==> src/design/pfci_pkg.sv <==
package pfci_pkg;
  // ---------------------------------------------------------------
  // Bus geometry
  // ---------------------------------------------------------------
  localparam int ADDR_W = 21;
  localparam int DATA_W = 8;

  // ---------------------------------------------------------------
  // Command bytes
  // ---------------------------------------------------------------
  localparam logic [7:0] CMD_UNLOCK1   = 8'hAA;
  localparam logic [7:0] CMD_UNLOCK2   = 8'h55;
  localparam logic [7:0] CMD_AUTOSEL   = 8'h90;
  localparam logic [7:0] CMD_PROGRAM   = 8'hA0;
  localparam logic [7:0] CMD_ERASE_SET = 8'h80;
  localparam logic [7:0] CMD_CHIP_ERS  = 8'h10;
  localparam logic [7:0] CMD_SECT_ERS  = 8'h30;
  localparam logic [7:0] CMD_SUSPEND   = 8'hB0;
  localparam logic [7:0] CMD_RESUME    = 8'h30;
  localparam logic [7:0] CMD_QUERY     = 8'h98;
  localparam logic [7:0] CMD_RESET     = 8'hF0;

  // ---------------------------------------------------------------
  // Identifier-read and query addresses
  // ---------------------------------------------------------------
  localparam logic [20:0] ID_MAKER_ADDR   = 21'h000000;
  localparam logic [20:0] ID_PART_ADDR    = 21'h000001;
  localparam logic [20:0] ID_PROTECT_LOW  = 21'h000002;
  localparam int          SECT_LSB        = 16;
  localparam logic [7:0]  PROTECTED_CODE  = 8'h01;
  localparam logic [7:0]  UNPROTECTED_CODE= 8'h00;

  localparam logic [20:0] EXT_QUERY_SIG_FIRST        = 21'h000040;
  localparam logic [20:0] EXT_QUERY_SIG_SECOND       = 21'h000041;
  localparam logic [20:0] EXT_QUERY_SIG_THIRD        = 21'h000042;
  localparam logic [20:0] EXT_MAJOR_VERSION          = 21'h000043;
  localparam logic [20:0] EXT_MINOR_VERSION          = 21'h000044;
  localparam logic [20:0] UNLOCK_ADDRESS_SENSITIVITY = 21'h000045;
  localparam logic [20:0] SUSPEND_CAPABILITY         = 21'h000046;
  localparam logic [20:0] PROTECT_GROUP_SIZE         = 21'h000047;
  localparam logic [20:0] TEMP_UNPROTECT_SUPPORT     = 21'h000048;
  localparam logic [20:0] PROTECTION_SCHEME_CODE     = 21'h000049;
  localparam logic [20:0] CONCURRENT_RW_SUPPORT      = 21'h00004A;
  localparam logic [20:0] BURST_SUPPORT              = 21'h00004B;
  localparam logic [20:0] PAGE_SUPPORT               = 21'h00004C;
  localparam int          EXT_TABLE_LEN              = 13;

  // Expected contents of the extended table, first entry at 0x40
  localparam logic [7:0] EXT_TABLE [EXT_TABLE_LEN] = '{
    8'h50, 8'h52, 8'h49, 8'h31, 8'h30, 8'h01, 8'h02,
    8'h01, 8'h01, 8'h04, 8'h00, 8'h00, 8'h00};

  // ---------------------------------------------------------------
  // Protection pin pattern
  // ---------------------------------------------------------------
  localparam int A6_BIT = 6;
  localparam logic [20:0] PROT_LOW_ADDR = 21'h000002;

  // ---------------------------------------------------------------
  // Timing, counted in 25 ns cycles of the 40 MHz clock
  // ---------------------------------------------------------------
  localparam int CLK_PERIOD_NS = 25;
  localparam int ACCESS_NS     = 100;
  localparam int ACCESS_CYC    = (ACCESS_NS + CLK_PERIOD_NS - 1) / CLK_PERIOD_NS;
  localparam int STROBE_NS     = 50;
  localparam int STROBE_CYC    = (STROBE_NS + CLK_PERIOD_NS - 1) / CLK_PERIOD_NS;
  localparam int CNT_W         = 4;

  // ---------------------------------------------------------------
  // User orders
  // ---------------------------------------------------------------
  typedef enum logic [3:0] {
    OP_READ       = 4'h0,
    OP_PROGRAM    = 4'h1,
    OP_CHIP_ERASE = 4'h2,
    OP_SECT_ERASE = 4'h3,
    OP_SUSPEND    = 4'h4,
    OP_RESUME     = 4'h5,
    OP_ID_ENTER   = 4'h6,
    OP_QUERY      = 4'h7,
    OP_RESET      = 4'h8,
    OP_PROTECT    = 4'h9,
    OP_UNPROTECT  = 4'hA
  } pfci_op_t;

  typedef struct packed {
    pfci_op_t            op;
    logic [ADDR_W-1:0]   addr;
    logic [DATA_W-1:0]   data;
  } pfci_req_t;

  typedef struct packed {
    logic                ce_n;
    logic                oe_n;
    logic                we_n;
    logic                rst_n;
    logic                high_voltage_level;
    logic [ADDR_W-1:0]   addr;
    logic [DATA_W-1:0]   dq_out;
    logic                dq_oe;
  } pfci_pins_t;
endpackage

==> src/design/pfci_host.sv <==
// Overview of operation
// - Every non-read order, except a suspend or resume refused with no sector erase running, is issued as its documented address/data write sequence.
// - Reset order writes F0H once, to leave identifier or query mode.
// - Program writes AAH, 55H, A0H, then target address and byte.
// - Erase writes AAH 55H 80H AAH 55H, then 10H at address 0 or 30H at sector.
// - Protect: high voltage on reset pin, write strobe, A6 low, A1 high, A0 low.
// - Unprotect: same pattern with A6 high; sector bits zero.
// - Write cycle: chip enable low, output enable high, write enable low.
// - Read cycle: chip and output enable low, write enable high.
`timescale 1ns/1ps
`default_nettype none
module pfci_host #(
  parameter int ACC_CYC = pfci_pkg::ACCESS_CYC,
  parameter int STB_CYC = pfci_pkg::STROBE_CYC
) (
  input  wire logic                clock,
  input  wire logic                sys_rst,
  input  wire logic                req_valid,
  output logic                     req_ready,
  input  wire pfci_pkg::pfci_req_t req,
  output logic                     rsp_valid,
  output logic [7:0]               rsp_data,
  output logic                     rsp_query_match,
  output logic                     erase_active,
  output var pfci_pkg::pfci_pins_t pins,
  input  wire logic [7:0]          dq_in
);
  import pfci_pkg::*;

  // Both strobe counts must fit the down-counter
  if (ACC_CYC < 1 || ACC_CYC > (1 << CNT_W) - 1 || STB_CYC < 1 || STB_CYC > (1 << CNT_W) - 1) begin : g_bad_counts
    $error("strobe counts out of range");
  end

  typedef enum logic [2:0] {
    ST_IDLE  = 3'b000,
    ST_SETUP = 3'b001,
    ST_WSTB  = 3'b010,
    ST_WGAP  = 3'b011,
    ST_RSTB  = 3'b100,
    ST_FETCH = 3'b101
  } pfci_state_t;

  pfci_state_t       state_ff, nxt_state;
  pfci_req_t         req_ff;
  logic [2:0]        step_ff;
  logic [CNT_W-1:0]  cnt_ff;
  logic              erase_ff;
  logic              rsp_valid_ff;
  logic [7:0]        rsp_data_ff;
  logic              match_ff;
  logic [20:0]       rom_addr;
  logic [7:0]        rom_data;
  logic [2:0]        rom_len;
  logic [20:0]       wr_addr;
  logic [7:0]        wr_data;
  logic              is_read;
  logic              is_hv;
  logic              cnt_done;
  logic              last_step;
  logic              take;
  logic              op_legal;
  logic [7:0]        expect_byte;
  logic [20:0]       q_off;

  pfci_seq_rom u_rom (
    .clock     (clock),
    .op        (req_ff.op),
    .step      (step_ff),
    .user_addr (req_ff.addr),
    .user_data (req_ff.data),
    .rd_addr   (rom_addr),
    .rd_data   (rom_data),
    .rd_len    (rom_len)
  );

  // -----------------------------------------------------------------
  // Decode
  // -----------------------------------------------------------------
  assign is_read   = (req_ff.op == OP_READ);
  assign is_hv     = (req_ff.op == OP_PROTECT) || (req_ff.op == OP_UNPROTECT);
  assign cnt_done  = (cnt_ff == '0);
  assign last_step = (step_ff == rom_len - 3'h1);
  // Suspend and resume are refused unless a sector erase is running
  assign op_legal  = !((req.op == OP_SUSPEND || req.op == OP_RESUME) && !erase_ff);
  assign req_ready = (state_ff == ST_IDLE);
  assign take      = req_valid && req_ready && op_legal;

  // Protect keeps sector bits, unprotect clears them; A6 selects the kind
  assign wr_addr = (req_ff.op == OP_PROTECT)
                 ? ((req_ff.addr & (~21'h0 << SECT_LSB)) | PROT_LOW_ADDR)
                 : (req_ff.op == OP_UNPROTECT)
                 ? (PROT_LOW_ADDR | (21'h1 << A6_BIT))
                 : rom_addr;
  assign wr_data = is_hv ? req_ff.data : rom_data;

  assign q_off       = req_ff.addr - EXT_QUERY_SIG_FIRST;
  assign expect_byte = (q_off < 21'(EXT_TABLE_LEN)) ? EXT_TABLE[q_off[3:0]] : 8'h00;

  // -----------------------------------------------------------------
  // Sequencer
  // -----------------------------------------------------------------
  always_comb begin
    nxt_state = state_ff;
    unique case (state_ff)
      // The sequence table answers one cycle late, so writes wait a fetch cycle
      ST_IDLE:  if (take) nxt_state = (req.op == OP_READ) ? ST_SETUP : ST_FETCH;
      ST_FETCH: nxt_state = ST_SETUP;
      ST_SETUP: nxt_state = is_read ? ST_RSTB : ST_WSTB;
      ST_WSTB:  if (cnt_done) nxt_state = ST_WGAP;
      ST_WGAP:  if (cnt_done) nxt_state = (last_step || is_hv) ? ST_IDLE : ST_FETCH;
      ST_RSTB:  if (cnt_done) nxt_state = ST_IDLE;
      default:  nxt_state = ST_IDLE;
    endcase
  end

  always_ff @(posedge clock or posedge sys_rst) begin
    if (sys_rst) begin
      state_ff <= ST_IDLE;
      cnt_ff   <= '0;
      step_ff  <= '0;
    end else begin
      state_ff <= nxt_state;
      if (state_ff == ST_SETUP)
        cnt_ff <= is_read ? CNT_W'(ACC_CYC - 1) : CNT_W'(STB_CYC - 1);
      else if (state_ff == ST_WSTB && cnt_done)
        cnt_ff <= CNT_W'(STB_CYC - 1);
      else if (!cnt_done)
        cnt_ff <= cnt_ff - 1'b1;
      if (take)
        step_ff <= '0;
      else if (state_ff == ST_WGAP && cnt_done)
        step_ff <= step_ff + 3'h1;
    end
  end

  always_ff @(posedge clock or posedge sys_rst) begin
    if (sys_rst)
      req_ff <= '0;
    else if (take)
      req_ff <= req;
  end

  // Erase tracking: started by a sector erase, cleared by a device reset order
  always_ff @(posedge clock or posedge sys_rst) begin
    if (sys_rst)
      erase_ff <= 1'b0;
    else if (state_ff == ST_WGAP && cnt_done && last_step && req_ff.op == OP_SECT_ERASE)
      erase_ff <= 1'b1;
    else if (state_ff == ST_WGAP && cnt_done && req_ff.op == OP_RESET)
      erase_ff <= 1'b0;
  end
  assign erase_active = erase_ff;

  // -----------------------------------------------------------------
  // Pins
  // -----------------------------------------------------------------
  always_ff @(posedge clock or posedge sys_rst) begin
    if (sys_rst) begin
      pins <= '{ce_n: 1'b1, oe_n: 1'b1, we_n: 1'b1, rst_n: 1'b0, high_voltage_level: 1'b0,
                 addr: '0, dq_out: '0, dq_oe: 1'b0};
    end else begin
      pins.rst_n              <= 1'b1;
      pins.high_voltage_level <= is_hv && (nxt_state == ST_WSTB || nxt_state == ST_WGAP);
      pins.ce_n               <= !(nxt_state == ST_WSTB || nxt_state == ST_RSTB);
      pins.we_n               <= !(nxt_state == ST_WSTB);
      pins.oe_n               <= !(nxt_state == ST_RSTB);
      pins.dq_oe              <= (nxt_state == ST_WSTB);
      if (state_ff == ST_SETUP) begin
        pins.addr   <= is_read ? req_ff.addr : wr_addr;
        pins.dq_out <= wr_data;
      end
    end
  end

  // -----------------------------------------------------------------
  // Read answer
  // -----------------------------------------------------------------
  always_ff @(posedge clock or posedge sys_rst) begin
    if (sys_rst) begin
      rsp_valid_ff <= 1'b0;
      rsp_data_ff  <= '0;
      match_ff     <= 1'b0;
    end else begin
      rsp_valid_ff <= (state_ff == ST_RSTB) && cnt_done;
      if (state_ff == ST_RSTB && cnt_done) begin
        rsp_data_ff <= dq_in;
        match_ff    <= (dq_in == expect_byte);
      end
    end
  end
  assign rsp_valid       = rsp_valid_ff;
  assign rsp_data        = rsp_data_ff;
  assign rsp_query_match = match_ff;

  // -----------------------------------------------------------------
  // Checks
  // -----------------------------------------------------------------
  property p_write_strobe;
    @(posedge clock) disable iff (sys_rst)
    !pins.we_n |-> (!pins.ce_n && pins.oe_n && pins.dq_oe);
  endproperty
  a_write_strobe: assert property (p_write_strobe) else $error("bad write strobe");

  property p_read_strobe;
    @(posedge clock) disable iff (sys_rst)
    !pins.oe_n |-> (!pins.ce_n && pins.we_n && !pins.dq_oe);
  endproperty
  a_read_strobe: assert property (p_read_strobe) else $error("bad read strobe");

  property p_no_drive_idle;
    @(posedge clock) disable iff (sys_rst)
    pins.we_n |-> !pins.dq_oe;
  endproperty
  a_no_drive_idle: assert property (p_no_drive_idle) else $error("data driven outside write");

  property p_suspend_gate;
    @(posedge clock) disable iff (sys_rst)
    (!pins.we_n && (req_ff.op == OP_SUSPEND || req_ff.op == OP_RESUME)) |-> erase_ff;
  endproperty
  a_suspend_gate: assert property (p_suspend_gate) else $error("suspend without erase");

  property p_hv_only_prot;
    @(posedge clock) disable iff (sys_rst)
    pins.high_voltage_level |-> (is_hv && pins.addr[1:0] == PROT_LOW_ADDR[1:0]);
  endproperty
  a_hv_only_prot: assert property (p_hv_only_prot) else $error("high voltage misuse");

  property p_unprot_a6;
    @(posedge clock) disable iff (sys_rst)
    (pins.high_voltage_level && req_ff.op == OP_UNPROTECT) |-> pins.addr[A6_BIT];
  endproperty
  a_unprot_a6: assert property (p_unprot_a6) else $error("unprotect needs A6 high");

  property p_prog_third;
    @(posedge clock) disable iff (sys_rst)
    (!pins.we_n && req_ff.op == OP_PROGRAM && step_ff == 3'h2) |-> pins.dq_out == CMD_PROGRAM;
  endproperty
  a_prog_third: assert property (p_prog_third) else $error("program setup byte wrong");

  property p_reset_pin;
    @(posedge clock) $fell(sys_rst) |-> !pins.rst_n ##1 pins.rst_n;
  endproperty
  a_reset_pin: assert property (p_reset_pin) else $error("device reset pin sequence");
endmodule
`default_nettype wire

==> src/design/pfci_seq_rom.sv <==
`timescale 1ns/1ps
`default_nettype none
// Sequence table: address/data pair for each write step of an order
module pfci_seq_rom (
  input  wire logic                  clock,
  input  wire pfci_pkg::pfci_op_t    op,
  input  wire logic [2:0]            step,
  input  wire logic [20:0]           user_addr,
  input  wire logic [7:0]            user_data,
  output logic      [20:0]           rd_addr,
  output logic      [7:0]            rd_data,
  output logic      [2:0]            rd_len
);
  import pfci_pkg::*;

  logic [7:0]  sel_data;
  logic [20:0] sel_addr;
  logic [2:0]  sel_len;

  always_comb begin
    sel_addr = '0;
    sel_data = CMD_RESET;
    sel_len  = 3'h1;
    unique case (op)
      OP_PROGRAM: begin
        sel_len = 3'h4;
        unique case (step)
          3'h0:    sel_data = CMD_UNLOCK1;
          3'h1:    sel_data = CMD_UNLOCK2;
          3'h2:    sel_data = CMD_PROGRAM;
          default: begin
            sel_addr = user_addr;
            sel_data = user_data;
          end
        endcase
      end
      OP_CHIP_ERASE, OP_SECT_ERASE: begin
        sel_len = 3'h6;
        unique case (step)
          3'h0, 3'h3: sel_data = CMD_UNLOCK1;
          3'h1, 3'h4: sel_data = CMD_UNLOCK2;
          3'h2:       sel_data = CMD_ERASE_SET;
          default: begin
            sel_addr = (op == OP_SECT_ERASE) ? user_addr : '0;
            sel_data = (op == OP_SECT_ERASE) ? CMD_SECT_ERS : CMD_CHIP_ERS;
          end
        endcase
      end
      OP_ID_ENTER: begin
        sel_len = 3'h3;
        unique case (step)
          3'h0:    sel_data = CMD_UNLOCK1;
          3'h1:    sel_data = CMD_UNLOCK2;
          default: sel_data = CMD_AUTOSEL;
        endcase
      end
      OP_SUSPEND: sel_data = CMD_SUSPEND;
      OP_RESUME:  sel_data = CMD_RESUME;
      OP_QUERY:   sel_data = CMD_QUERY;
      default:    sel_data = CMD_RESET;
    endcase
  end

  always_ff @(posedge clock) begin
    rd_addr <= sel_addr;
    rd_data <= sel_data;
    rd_len  <= sel_len;
  end
endmodule
`default_nettype wire

==> config.mk <==
export PLATFORM = sky130hd
export DESIGN_NAME = pfci_host
export DESIGN_NICKNAME = d
export VERILOG_FILES = /design/src/design/pfci_pkg.sv /design/src/design/pfci_host.sv /design/src/design/pfci_seq_rom.sv
export SDC_FILE = /design/constraint.sdc
export NUM_CORES = 1
export LEC_CHECK = 0
export ABC_AREA = 1
export BUFFER_PORTS_ARGS = -buffer_cell sky130_fd_sc_hd__buf_2
export CAP_MARGIN = 10
export CORE_ASPECT_RATIO = 0.8
export CORE_MARGIN = 4
export CORE_UTILIZATION = 50
export CTS_CLUSTER_DIAMETER = 80
export DETAILED_ROUTE_END_ITERATION = 6
export GPL_ROUTABILITY_DRIVEN = 0
export PLACE_DENSITY = 0.75
export SYNTH_ARGS = -nofsm -noshare
export SYNTH_HDL_FRONTEND = slang
export SYNTH_SLANG_ARGS = --single-unit
==> constraint.sdc <==
create_clock -name clock -period 5.45 [get_ports clock]
set_clock_uncertainty 0.05 [all_clocks]
set_input_delay 0.545 -clock clock [delete_from_list [all_inputs] [get_ports clock]]
set_output_delay 0.545 -clock clock [all_outputs]
set_load 0.05 [all_outputs]
## Yosys cells after proc, flatten, opt, wreduce, memory -nomap -nowiden

Memories as Yosys holds them, arrays and structs flattened.
Cells that the tools add are included.
W data, S select, Z words.

| word-level totals | value |
|---|---|
| flip-flop bits (word level) | 121 |
| ROM bits | 128 |
| output and inout bits | 47 |
| logic and storage cells | 121 |
| memories kept | 1 |

Memories:

| memory | depth | width | read ports | clocked after Yosys merged registers in | write ports | line | text |
|---|---|---|---|---|---|---|---|
| (no name shown) | 16 | 8 | 1 | 0 | 0 | pfci_host.sv:98 | `assign expect_byte = (q_off < 21'(EXT_TABLE_LEN)) ? EXT_TABLE[q_off[3:0]] : 8'h00;` |

| operators by class | value |
|---|---|
| add/sub/neg operators | 4 |
| order comparisons | 2 |
| equality and inequality tests | 27 |
| muxes and demuxes | 33 |
| bitwise operators | 1 |
| reduce and logical (&&, ||, !) cells | 32 |

Operators by type and width:

| cell | count |
|---|---|
| $mux W21 | 6 |
| $pmux W8 S3 | 2 |
| $pmux W8 S6 | 1 |
| $pmux W21 S2 | 1 |
| $mux W8 | 4 |
| $mux W3 | 9 |
| $eq A4 B3 Y1 const B | 6 |
| $lt A21 B4 Y1 const B | 1 |
| $sub A21 B7 Y21 const B | 1 |
| $eq A3 B2 Y1 const B | 6 |
| $pmux W3 S6 | 1 |
| $pmux W8 S2 | 1 |
| $eq A3 B3 Y1 const B | 4 |
| $eq A4 B4 Y1 const B | 3 |
| $logic_not A4 Y1 | 3 |
| $mux W4 | 3 |
| $logic_and A1 B1 Y1 | 10 |
| $pmux W3 S3 | 1 |
| $eq A4 B2 Y1 const B | 2 |
| $eq A8 B8 Y1 | 1 |
| $eq A3 B1 Y1 const B | 2 |
| $logic_not A3 Y1 | 2 |
| $mux W6 | 1 |
| $reduce_or A2 Y1 | 3 |
| other kinds (15) | 25 |

## Depth between registers and ports, before layout

Gate-level depths: netlist (run 1).

| logic depth | value |
|---|---|
| word-level depth | 10 |
| depth in mapped cells | 17 |
| depth with buffers taken out | 17 |

## Modules after synthesis

Synthesis (run 1) repeated with hierarchy kept, for this count alone.

| unflattened totals | value |
|---|---|
| cells, all modules | 749 |
| area total of the unflattened synthesis | 5863.1 um^2 |

By module, submodules not included:

| module | times used | cells an instance | area an instance (um^2) | seq. area each (um^2) |
|---|---|---|---|---|
| pfci_host | 1 | 587 | 4615.7 | 2230.9 |
| pfci_seq_rom | 1 | 162 | 1247.4 | 640.6 |

## Worst setup path before layout (run 1)

No wires, ideal clock.

| path | value |
|---|---|
| kind | register to register |
| start | register state_ff[1] |
| end | register req_ff[28] (netlist bit) |
| data arrival time | 2397 ps |
| required time | 5274 ps |
| slack | 2877 ps |
| cell stages (with the launch flop) | 8 |
| path buffers | 2 |
| path through | dfrtp_1 nor3_1 and2_1 nand2_1 inv_1 buf_2 buf_2 o21ai_0 |

| between the ends | value |
|---|---|
| longest elaborated chain between the ends | 3 |

Ends and longest elaborated chain:

| item | line | text |
|---|---|---|
| start, declared | pfci_host.sv:44 | `pfci_state_t state_ff, nxt_state;` |
| start signal, assigned | pfci_host.sv:123 | `state_ff <= nxt_state;` |
| $logic_not A3 Y1 | pfci_host.sv:86 | `assign req_ready = (state_ff == ST_IDLE);` |
| named net req_ready | pfci_host.sv:19 | `output logic req_ready,` |
| $logic_and A1 B1 Y1 (2 in a row) | pfci_host.sv:87 | `assign take = req_valid && req_ready && op_legal;` |
| end signal, assigned | pfci_host.sv:141 | `req_ff <= req;` |
| end, declared | pfci_host.sv:45 | `pfci_req_t req_ff;` |

The timed path passes the listed nets, and every way through them passes these cells.
A chain may end at the register's enable or synchronous reset.

## Final worst setup path (run 1)

| path | value |
|---|---|
| start | register state_ff[0] |
| end | register pins[34] (netlist bit) |

| between the ends | value |
|---|---|
| longest elaborated chain between the ends | 8 |

Ends and longest elaborated chain:

| item | line | text |
|---|---|---|
| $logic_not A3 Y1 | pfci_host.sv:86, pfci_host.sv:105 |  |
| $logic_and A1 B1 Y1 (2 in a row) | pfci_host.sv:87 |  |
| $mux W3 | pfci_host.sv:107 | `ST_IDLE: if (take) nxt_state = (req.op == OP_READ) ? ST_SETUP : ST_FETCH;` |
| $pmux W3 S6 * | pfci_host.sv:105 | `unique case (state_ff)` |
| $eq A3 B2 Y1 / $eq A3 B3 Y1 (equally long branches) | pfci_host.sv:165 | `pins.ce_n <= !(nxt_state == ST_WSTB \|\| nxt_state == ST_RSTB);` |
| $logic_or A1 B1 Y1 * | pfci_host.sv:165 |  |
| $logic_not A1 Y1 * | pfci_host.sv:165 |  |
| end signal, assigned | pfci_host.sv:160 | `pins <= '{ce_n: 1'b1, oe_n: 1'b1, we_n: 1'b1, rst_n: 1'b0, high_voltage_level: 1'b0,` |
| end, declared | pfci_host.sv:25 | `output var pfci_pkg::pfci_pins_t pins,` |

Every way passes the cells marked *; elsewhere a longest branch is shown, timed or not.

==> run_results.csv, run 1 <==
group,metric,value,unit
final_layout,stdcell_count,944,
die,fp.dieW,126,um
worst_setup_path,crit_chain,"inv_1, nor3_1, buf_4, inv_1, nor2_1, nor3_1, nor2_1, inv_1, nand2_1, inv_1",
route,ant_nets,0,
place,place_inst,912,
die,die_area,12900,um2
grt,grt_pass1_wl,23200,um
clocking,clk_latency,0.41,ns
synth,synth_area_leaders,"dfrtp_1 39%, dfxtp_1 12%, nand2_1 11%",
outcome,status,"finished, final reports clean",
timing,setup-tns-final,0,ns
synth,synth-async-reset-ratio,0.736,
final_layout,regArea,2870,um2
clocking,clock_path_buffers,2,
route,first_pass_iters,5,
timing,fmax,323,MHz
grt,grt.overflow.total,0,
run,drv_cap,0,
worst_setup_path,path_buf_inv,5,
final_layout,final_nets,841,
place,placed_cell_area,6110,um2
clocking,numCtsBuffers,17,
worst_setup_path,max_stage_delay,1.03,ns
synth,synth_cell_types,36,
timing,finalCritPeriodShare,0.568,
pwr,p_leak,3.34,nW
route,num_vias,4988,
synth,yosys.area.top_type,"dfrtp_1",
final_layout,multi_input_area,2220,um2
worst_setup_path,cpLargestDelayFamily,"simple AND/OR/NAND/NOR gates",
final_layout,post-route-util,0.618,
final_layout,final_cell_area,6710,um2
synth,synth_flop_cell,"dfrtp_1",
die,fp.dieH,102,um
worst_setup_path,crit_type,"reg2reg",
timing,hold_viol,0,
die,num_rows,34,
clocking,cts_tree,"done",
route,drc,0,
synth,ys_ff_latch,121,
clocking,cts.sink_count,121,
place,dp_hpwl,9700,um
synth,yosysSeqAreaShare,0.517,
worst_setup_path,crit_path_top_delay_cell,"nor2_1",
worst_setup_path,start_kind,"flip-flop",
synth,syn_area,5550,um2
pwr,finalPower,4.58,mW
die,pin_count,91,
synth,syn_inst,696,
clocking,cts_resized,0,
pwr,vdd.ir_drop.worst,0.000556,V
timing,min_period,3.10,ns
timing,slew_viol_final,0,
grt,grt_antenna_before_repair,0,
route,viasPerCell,5.28,
timing,setup_violations,0,
timing,tightest_slew,1.18,ns
route,routed_wl,14000,um
grt,grt_pass1_vias,4938,
final_layout,drive_above_1_share,0.185,
worst_setup_path,cp_common_cell,"inv_1",
synth,avgSynthCellArea,7.97,um2
final_layout,fillers,931,
route,drt_iter0_drc,417,
worst_hold_path,min_path_type,"in2reg",
place,placement.io_buffers,90,
route,post_drt_wl_per_cell,14.9,um
clocking,clk_pin_slew,0.05,ns
timing,rsz0062_at_grt,"false",
synth,synth-edff-count,0,
pwr,p_per_area,683,nW/um2
die,initial_core_util,0.512,
final_layout,diodes,0,
grt,grt_max_degree,80,
worst_setup_path,crit_required,5.74,ns
die,core_area,10800,um2
worst_setup_path,path_max_fanout,30,
synth,yosys_warnings,0,
final_layout,syn_to_final_growth,20.8,%
grt,grtUsageTotal,0.225,
synth,synth_nets,749,
clocking,cts_root_buffer,"clkbuf_16",
timing,slew_headroom,0.214,
worst_setup_path,end_kind,"flip-flop",
clocking,htree_levels,4,
synth,yosys.area.top_type_share,0.388,
worst_setup_path,crit_arrival,3.39,ns
per-layer routing:
metal  vias to the layer above  share of wire  track usage
li1                       2422              -            -
met1                      2381           0.46        0.301
met2                       171           0.46        0.367
met3                        14          0.066       0.0549
met4                         0          0.010       0.0742
met5                         -              0            0
cells by family after synthesis:
group	share of synthesized area
buffers and inverters	0.0845
AOI/OAI and AO/OA	0.117
and+or+nand+nor	0.252
xor gates and xnor gates	0.00789
other	0.000676
adders and majority gates	0.0203
DFF	0.517
report_power, final:
part	leakage (nW)	total, mW	internal [mW]	switching (mW)
Sequential	1.36	1.48	1.24	0.233
Clock	0.285	1.10	0.715	0.382
Combinational	1.69	2.01	0.508	1.50
Total	3.34	4.58	2.47	2.11
state kept, by name, summed over array words and instances, names as in the netlist, 3 cells and up:
signal	cells
rsp_data	8
req_ff	33
pins	35
u_rom.rd_len	3
step_ff	3
u_rom.rd_data	8
u_rom.rd_addr	21
cnt_ff	4
state_ff	3
final cells by class:
cell class | instances | share of cell area
Clock inverter | 8 | 0.0142
Timing Repair Buffer | 95 | 0.0731
Tap cell | 144 | 0.0269
Multi-Input combinational cell | 456 | 0.330
Clock buffer | 23 | 0.0728
Inverter | 97 | 0.0545
Sequential cell | 121 | 0.428
cell usage in the layout (no fill, tap or decap), types with 4 or more instances in the layout:
cell type	synthesis	routed
ha_1	9	9
inv_1	93	92
a21oi_1	11	11
dfrtp_1	86	86
clkbuf_16	0	17
o21ai_0	75	75
clkinv_2	0	5
buf_2	6	90
nand2_1	158	158
clkbuf_8	0	4
dfxtp_1	32	32
nand3_1	37	37
nor2_2	7	7
nor2_4	4	4
buf_4	0	4
a31oi_1	6	5
nor4_1	6	6
nand4_1	10	10
nor2_1	84	84
nor3_1	12	12
o211ai_1	15	15
worst register-to-register path, cell delays in order, from the launching register on:
cell and delay, ns:
dfrtp_1 0.41, inv_1 0.09, nor3_1 0.14, buf_4 0.27
inv_1 0.50, nor2_1 1.03, nor3_1 0.17, nor2_1 0.20
inv_1 0.07, nand2_1 0.05, inv_1 0.04
through the flow:
step | hold WS, ns | setup WS, ns
after floorplan | 0.408 | 2.55
after detailed placement | 0.400 | 2.37
after CTS | 0.273 | 2.37
final | 0.288 | 2.35
after global placement | 0.395 | 2.51
after global routing | 0.278 | 2.01
final timing paths:
| check | from | slack, ns | cells past startpoint | to |
|---|---|---|---|---|
| min in group asynchronous | sys_rst | 0.53 | 3 | rsp_data[6]$_DFFE_PP0P_ |
| max in group asynchronous | sys_rst | 3.58 | 4 | pins[25]$_DFFE_PP0P_ |
| worst min-delay path | req[1] | 0.29 | 3 | req_ff[1]$_DFFE_PP0P_ |
| worst max register to register | state_ff[0]$_DFF_PP0_ | 2.35 | 10 | pins[34]$_DFF_PP1_ |
| worst min register to register | rsp_query_match$_DFFE_PP0P_ | 0.43 | 2 | rsp_query_match$_DFFE_PP0P_ |
| worst max-delay path | state_ff[0]$_DFF_PP0_ | 2.35 | 10 | pins[34]$_DFF_PP1_ |
cell usage after synthesis (all sizes together) (8+ instances only):
cell type	n
nand2	161
nor2	95
o211ai	15
ha	9
dfxtp	32
buf	8
nand3	40
a21oi	11
clkbuf	14
nor3	12
dfrtp	86
o21ai	75
nand4	10
inv	96
what timing repair did:
item,CTS,global route
buffers inserted,0,0
hold buffers,1,0
endpoints found under the hold margin,10,0
Note: power is estimated with default switching activity, not from simulation.
==> run 2: changes to the inputs <==
==> constraint.sdc (replaced) <==
create_clock -name clock -period 3 [get_ports clock]
set_clock_uncertainty 0.05 [all_clocks]
set_input_delay 0.3 -clock clock [delete_from_list [all_inputs] [get_ports clock]]
set_output_delay 0.3 -clock clock [all_outputs]
set_load 0.05 [all_outputs]
==> run 2 against run 1 <==
Compared with the run above:
- global-route usage up 0.64 points
- critical path depth decreased by 3
- flip-flop and latch count stayed put
- sequential power rose by 80%
- total power is 87% higher
- hold slack worse by 0.24 ns
- die area unchanged
- non-clock buffer count increased by 4
- via count increased by 1.8%
- combinational power increased by 85%
- highest routed layer unchanged
==> run_results.csv, run 2 (synthesis results as in run 1) <==
group,metric,value,unit
clocking,clk_latency,0.41,ns
timing,setup_violations,0,
worst_hold_path,min_path_type,"in2reg",
final_layout,drive_above_1_share,0.191,
grt,grt.overflow.total,0,
timing,finalCritPeriodShare,0.806,
grt,grt_pass1_vias,4989,
route,ant_nets,0,
final_layout,diodes,0,
grt,met3_usage,0.0564,
grt,grt_max_degree,45,
final_layout,post-route-util,0.627,
timing,min_period,2.42,ns
pwr,p_leak,3.39,nW
clocking,cts_tree,"done",
timing,slew_viol_final,0,
grt,top_usage_layer,"met2",
grt,grtUsageMet2,0.359,
route,post_drt_wl_per_cell,15.1,um
worst_setup_path,startpoint,"step_ff[1]$_DFFE_PP0P_",
die,fp.dieH,102,um
run,drv_cap,0,
timing,hold_viol,0,
timing,setup_slack,0.581,ns
worst_setup_path,crit_type,"reg2reg",
worst_hold_path,min_from,"req[1]",
route,num_vias,5076,
route,drc,0,
worst_setup_path,crit_required,3.20,ns
grt,grt_pass1_wl,23900,um
die,fp.dieW,126,um
final_layout,final_cell_area,6800,um2
timing,setup-tns-final,0,ns
timing,fmax,413,MHz
place,placed_cell_area,6160,um2
die,num_rows,34,
final_layout,layout_common_cells,"158 x nand2_1, 92 x inv_1, 90 x buf_2, 86 x dfrtp_1, 84 x nor2_1",
timing,tightest_slew,1.11,ns
worst_setup_path,end_kind,"flip-flop",
final_layout,reg.largest.list,"pins x35, req_ff x33, u_rom.rd_addr x21",
pwr,p_per_area,1260,nW/um2
route,drt_iter0_drc,394,
die,die_area,12900,um2
final_layout,fillers,899,
clocking,htree_levels,4,
clocking,numCtsBuffers,17,
route,routed_wl,14300,um
worst_setup_path,worstReg2RegStart,"step_ff[1]$_DFFE_PP0P_",
route,viasPerCell,5.35,
worst_setup_path,start_kind,"flip-flop",
clocking,clk_pin_slew,0.06,ns
worst_setup_path,crit_arrival,2.62,ns
grt,grtUsageTotal,0.232,
clocking,cts_root_buffer,"clkbuf_16",
route,first_pass_iters,6,
clocking,clock_path_buffers,2,
timing,slew_headroom,0.259,
final_layout,syn_to_final_growth,22.5,%
outcome,status,"finished, final reports clean",
place,placement.io_buffers,90,
final_layout,top_register,"pins",
grt,grt_antenna_before_repair,0,
die,initial_core_util,0.512,
clocking,cts.sink_count,121,
worst_setup_path,path_max_fanout,21,
die,core_area,10800,um2
die,pin_count,91,
final_layout,layout_commonest_cell,"nand2_1",
final_layout,largest_register_ffs,35,
place,dp_hpwl,10100,um
place,place_ws,0.630,ns
pwr,vdd.ir_drop.worst,0.000889,V
final_layout,final_nets,845,
timing,rsz0062_at_grt,"false",
grt,grt_util_met1,0.325,
## run 2: cell types whose count changed in the layout (fill, tap and decap cells not counted), sizes merged
cell	before	now
clkbuf	23	18
clkinv	6	9
buf	94	98
bufinv	2	5
## run 2: metrics by stage
stage               instances  power (mW)  hold slack (ns)
floorplan                 696        5.38            0.360
global placement          916        6.21            0.393
detailed placement        916        6.33            0.413
CTS                       949        8.56           0.0372
global route              949        9.10           0.0490
finish                    949        8.57           0.0446
## run 2: power by group
group / internal (mW) / switching, mW / leakage, nW
clock network: 1.46 / 0.720 / 0.309
registers: 2.26 / 0.413 / 1.36
logic: 0.951 / 2.76 / 1.72
## run 2: path summary, 6_finish.rpt
check / slack [ns] / to / cells after the start
max: 0.58 / u_rom.rd_addr[18]$_DFF_P_ / 7
min in group asynchronous: 0.53 / pins[30]$_DFF_PP0_ / 3
max reg2reg: 0.58 / u_rom.rd_addr[18]$_DFF_P_ / 7
min reg2reg: 0.42 / rsp_query_match$_DFFE_PP0P_ / 2
max in group asynchronous: 1.57 / pins[3]$_DFFE_PP0P_ / 4
min: 0.04 / req_ff[1]$_DFFE_PP0P_ / 3
## run 2: worst max-delay path, stage by stage (launching register included)
cell and delay, ns:
dfrtp_1 0.45, inv_1 0.14, ha_1 0.18, nand2_1 0.21
nand2_1 0.20, nor2_1 0.10, a31oi_2 0.82, nor2_1 0.10
## run 2: area by class of cell
cell class                      instances  area, um2  share of cell area
Clock inverter                         14        204              0.0300
Multi-Input combinational cell        456       2220               0.326
Timing Repair Buffer                   99        533              0.0784
Clock buffer                           18        429              0.0631
Sequential cell                       121       2870               0.422
Inverter                               97        365              0.0537
Tap cell                              144        180              0.0265
## run 2: timing repair
item,4_1_cts,5_1_grt
gates resized for setup,0,0
hold buffers,1,0
buffers inserted,0,0
hold endpoints to repair,38,0
## run 2: per-layer routing
metal	up-vias	part of all wire	wire [um]
met5	-	0	0
met4	0	0.019	275
met3	32	0.080	1150
met2	243	0.45	6370
met1	2373	0.45	6500
li1	2428	-	-
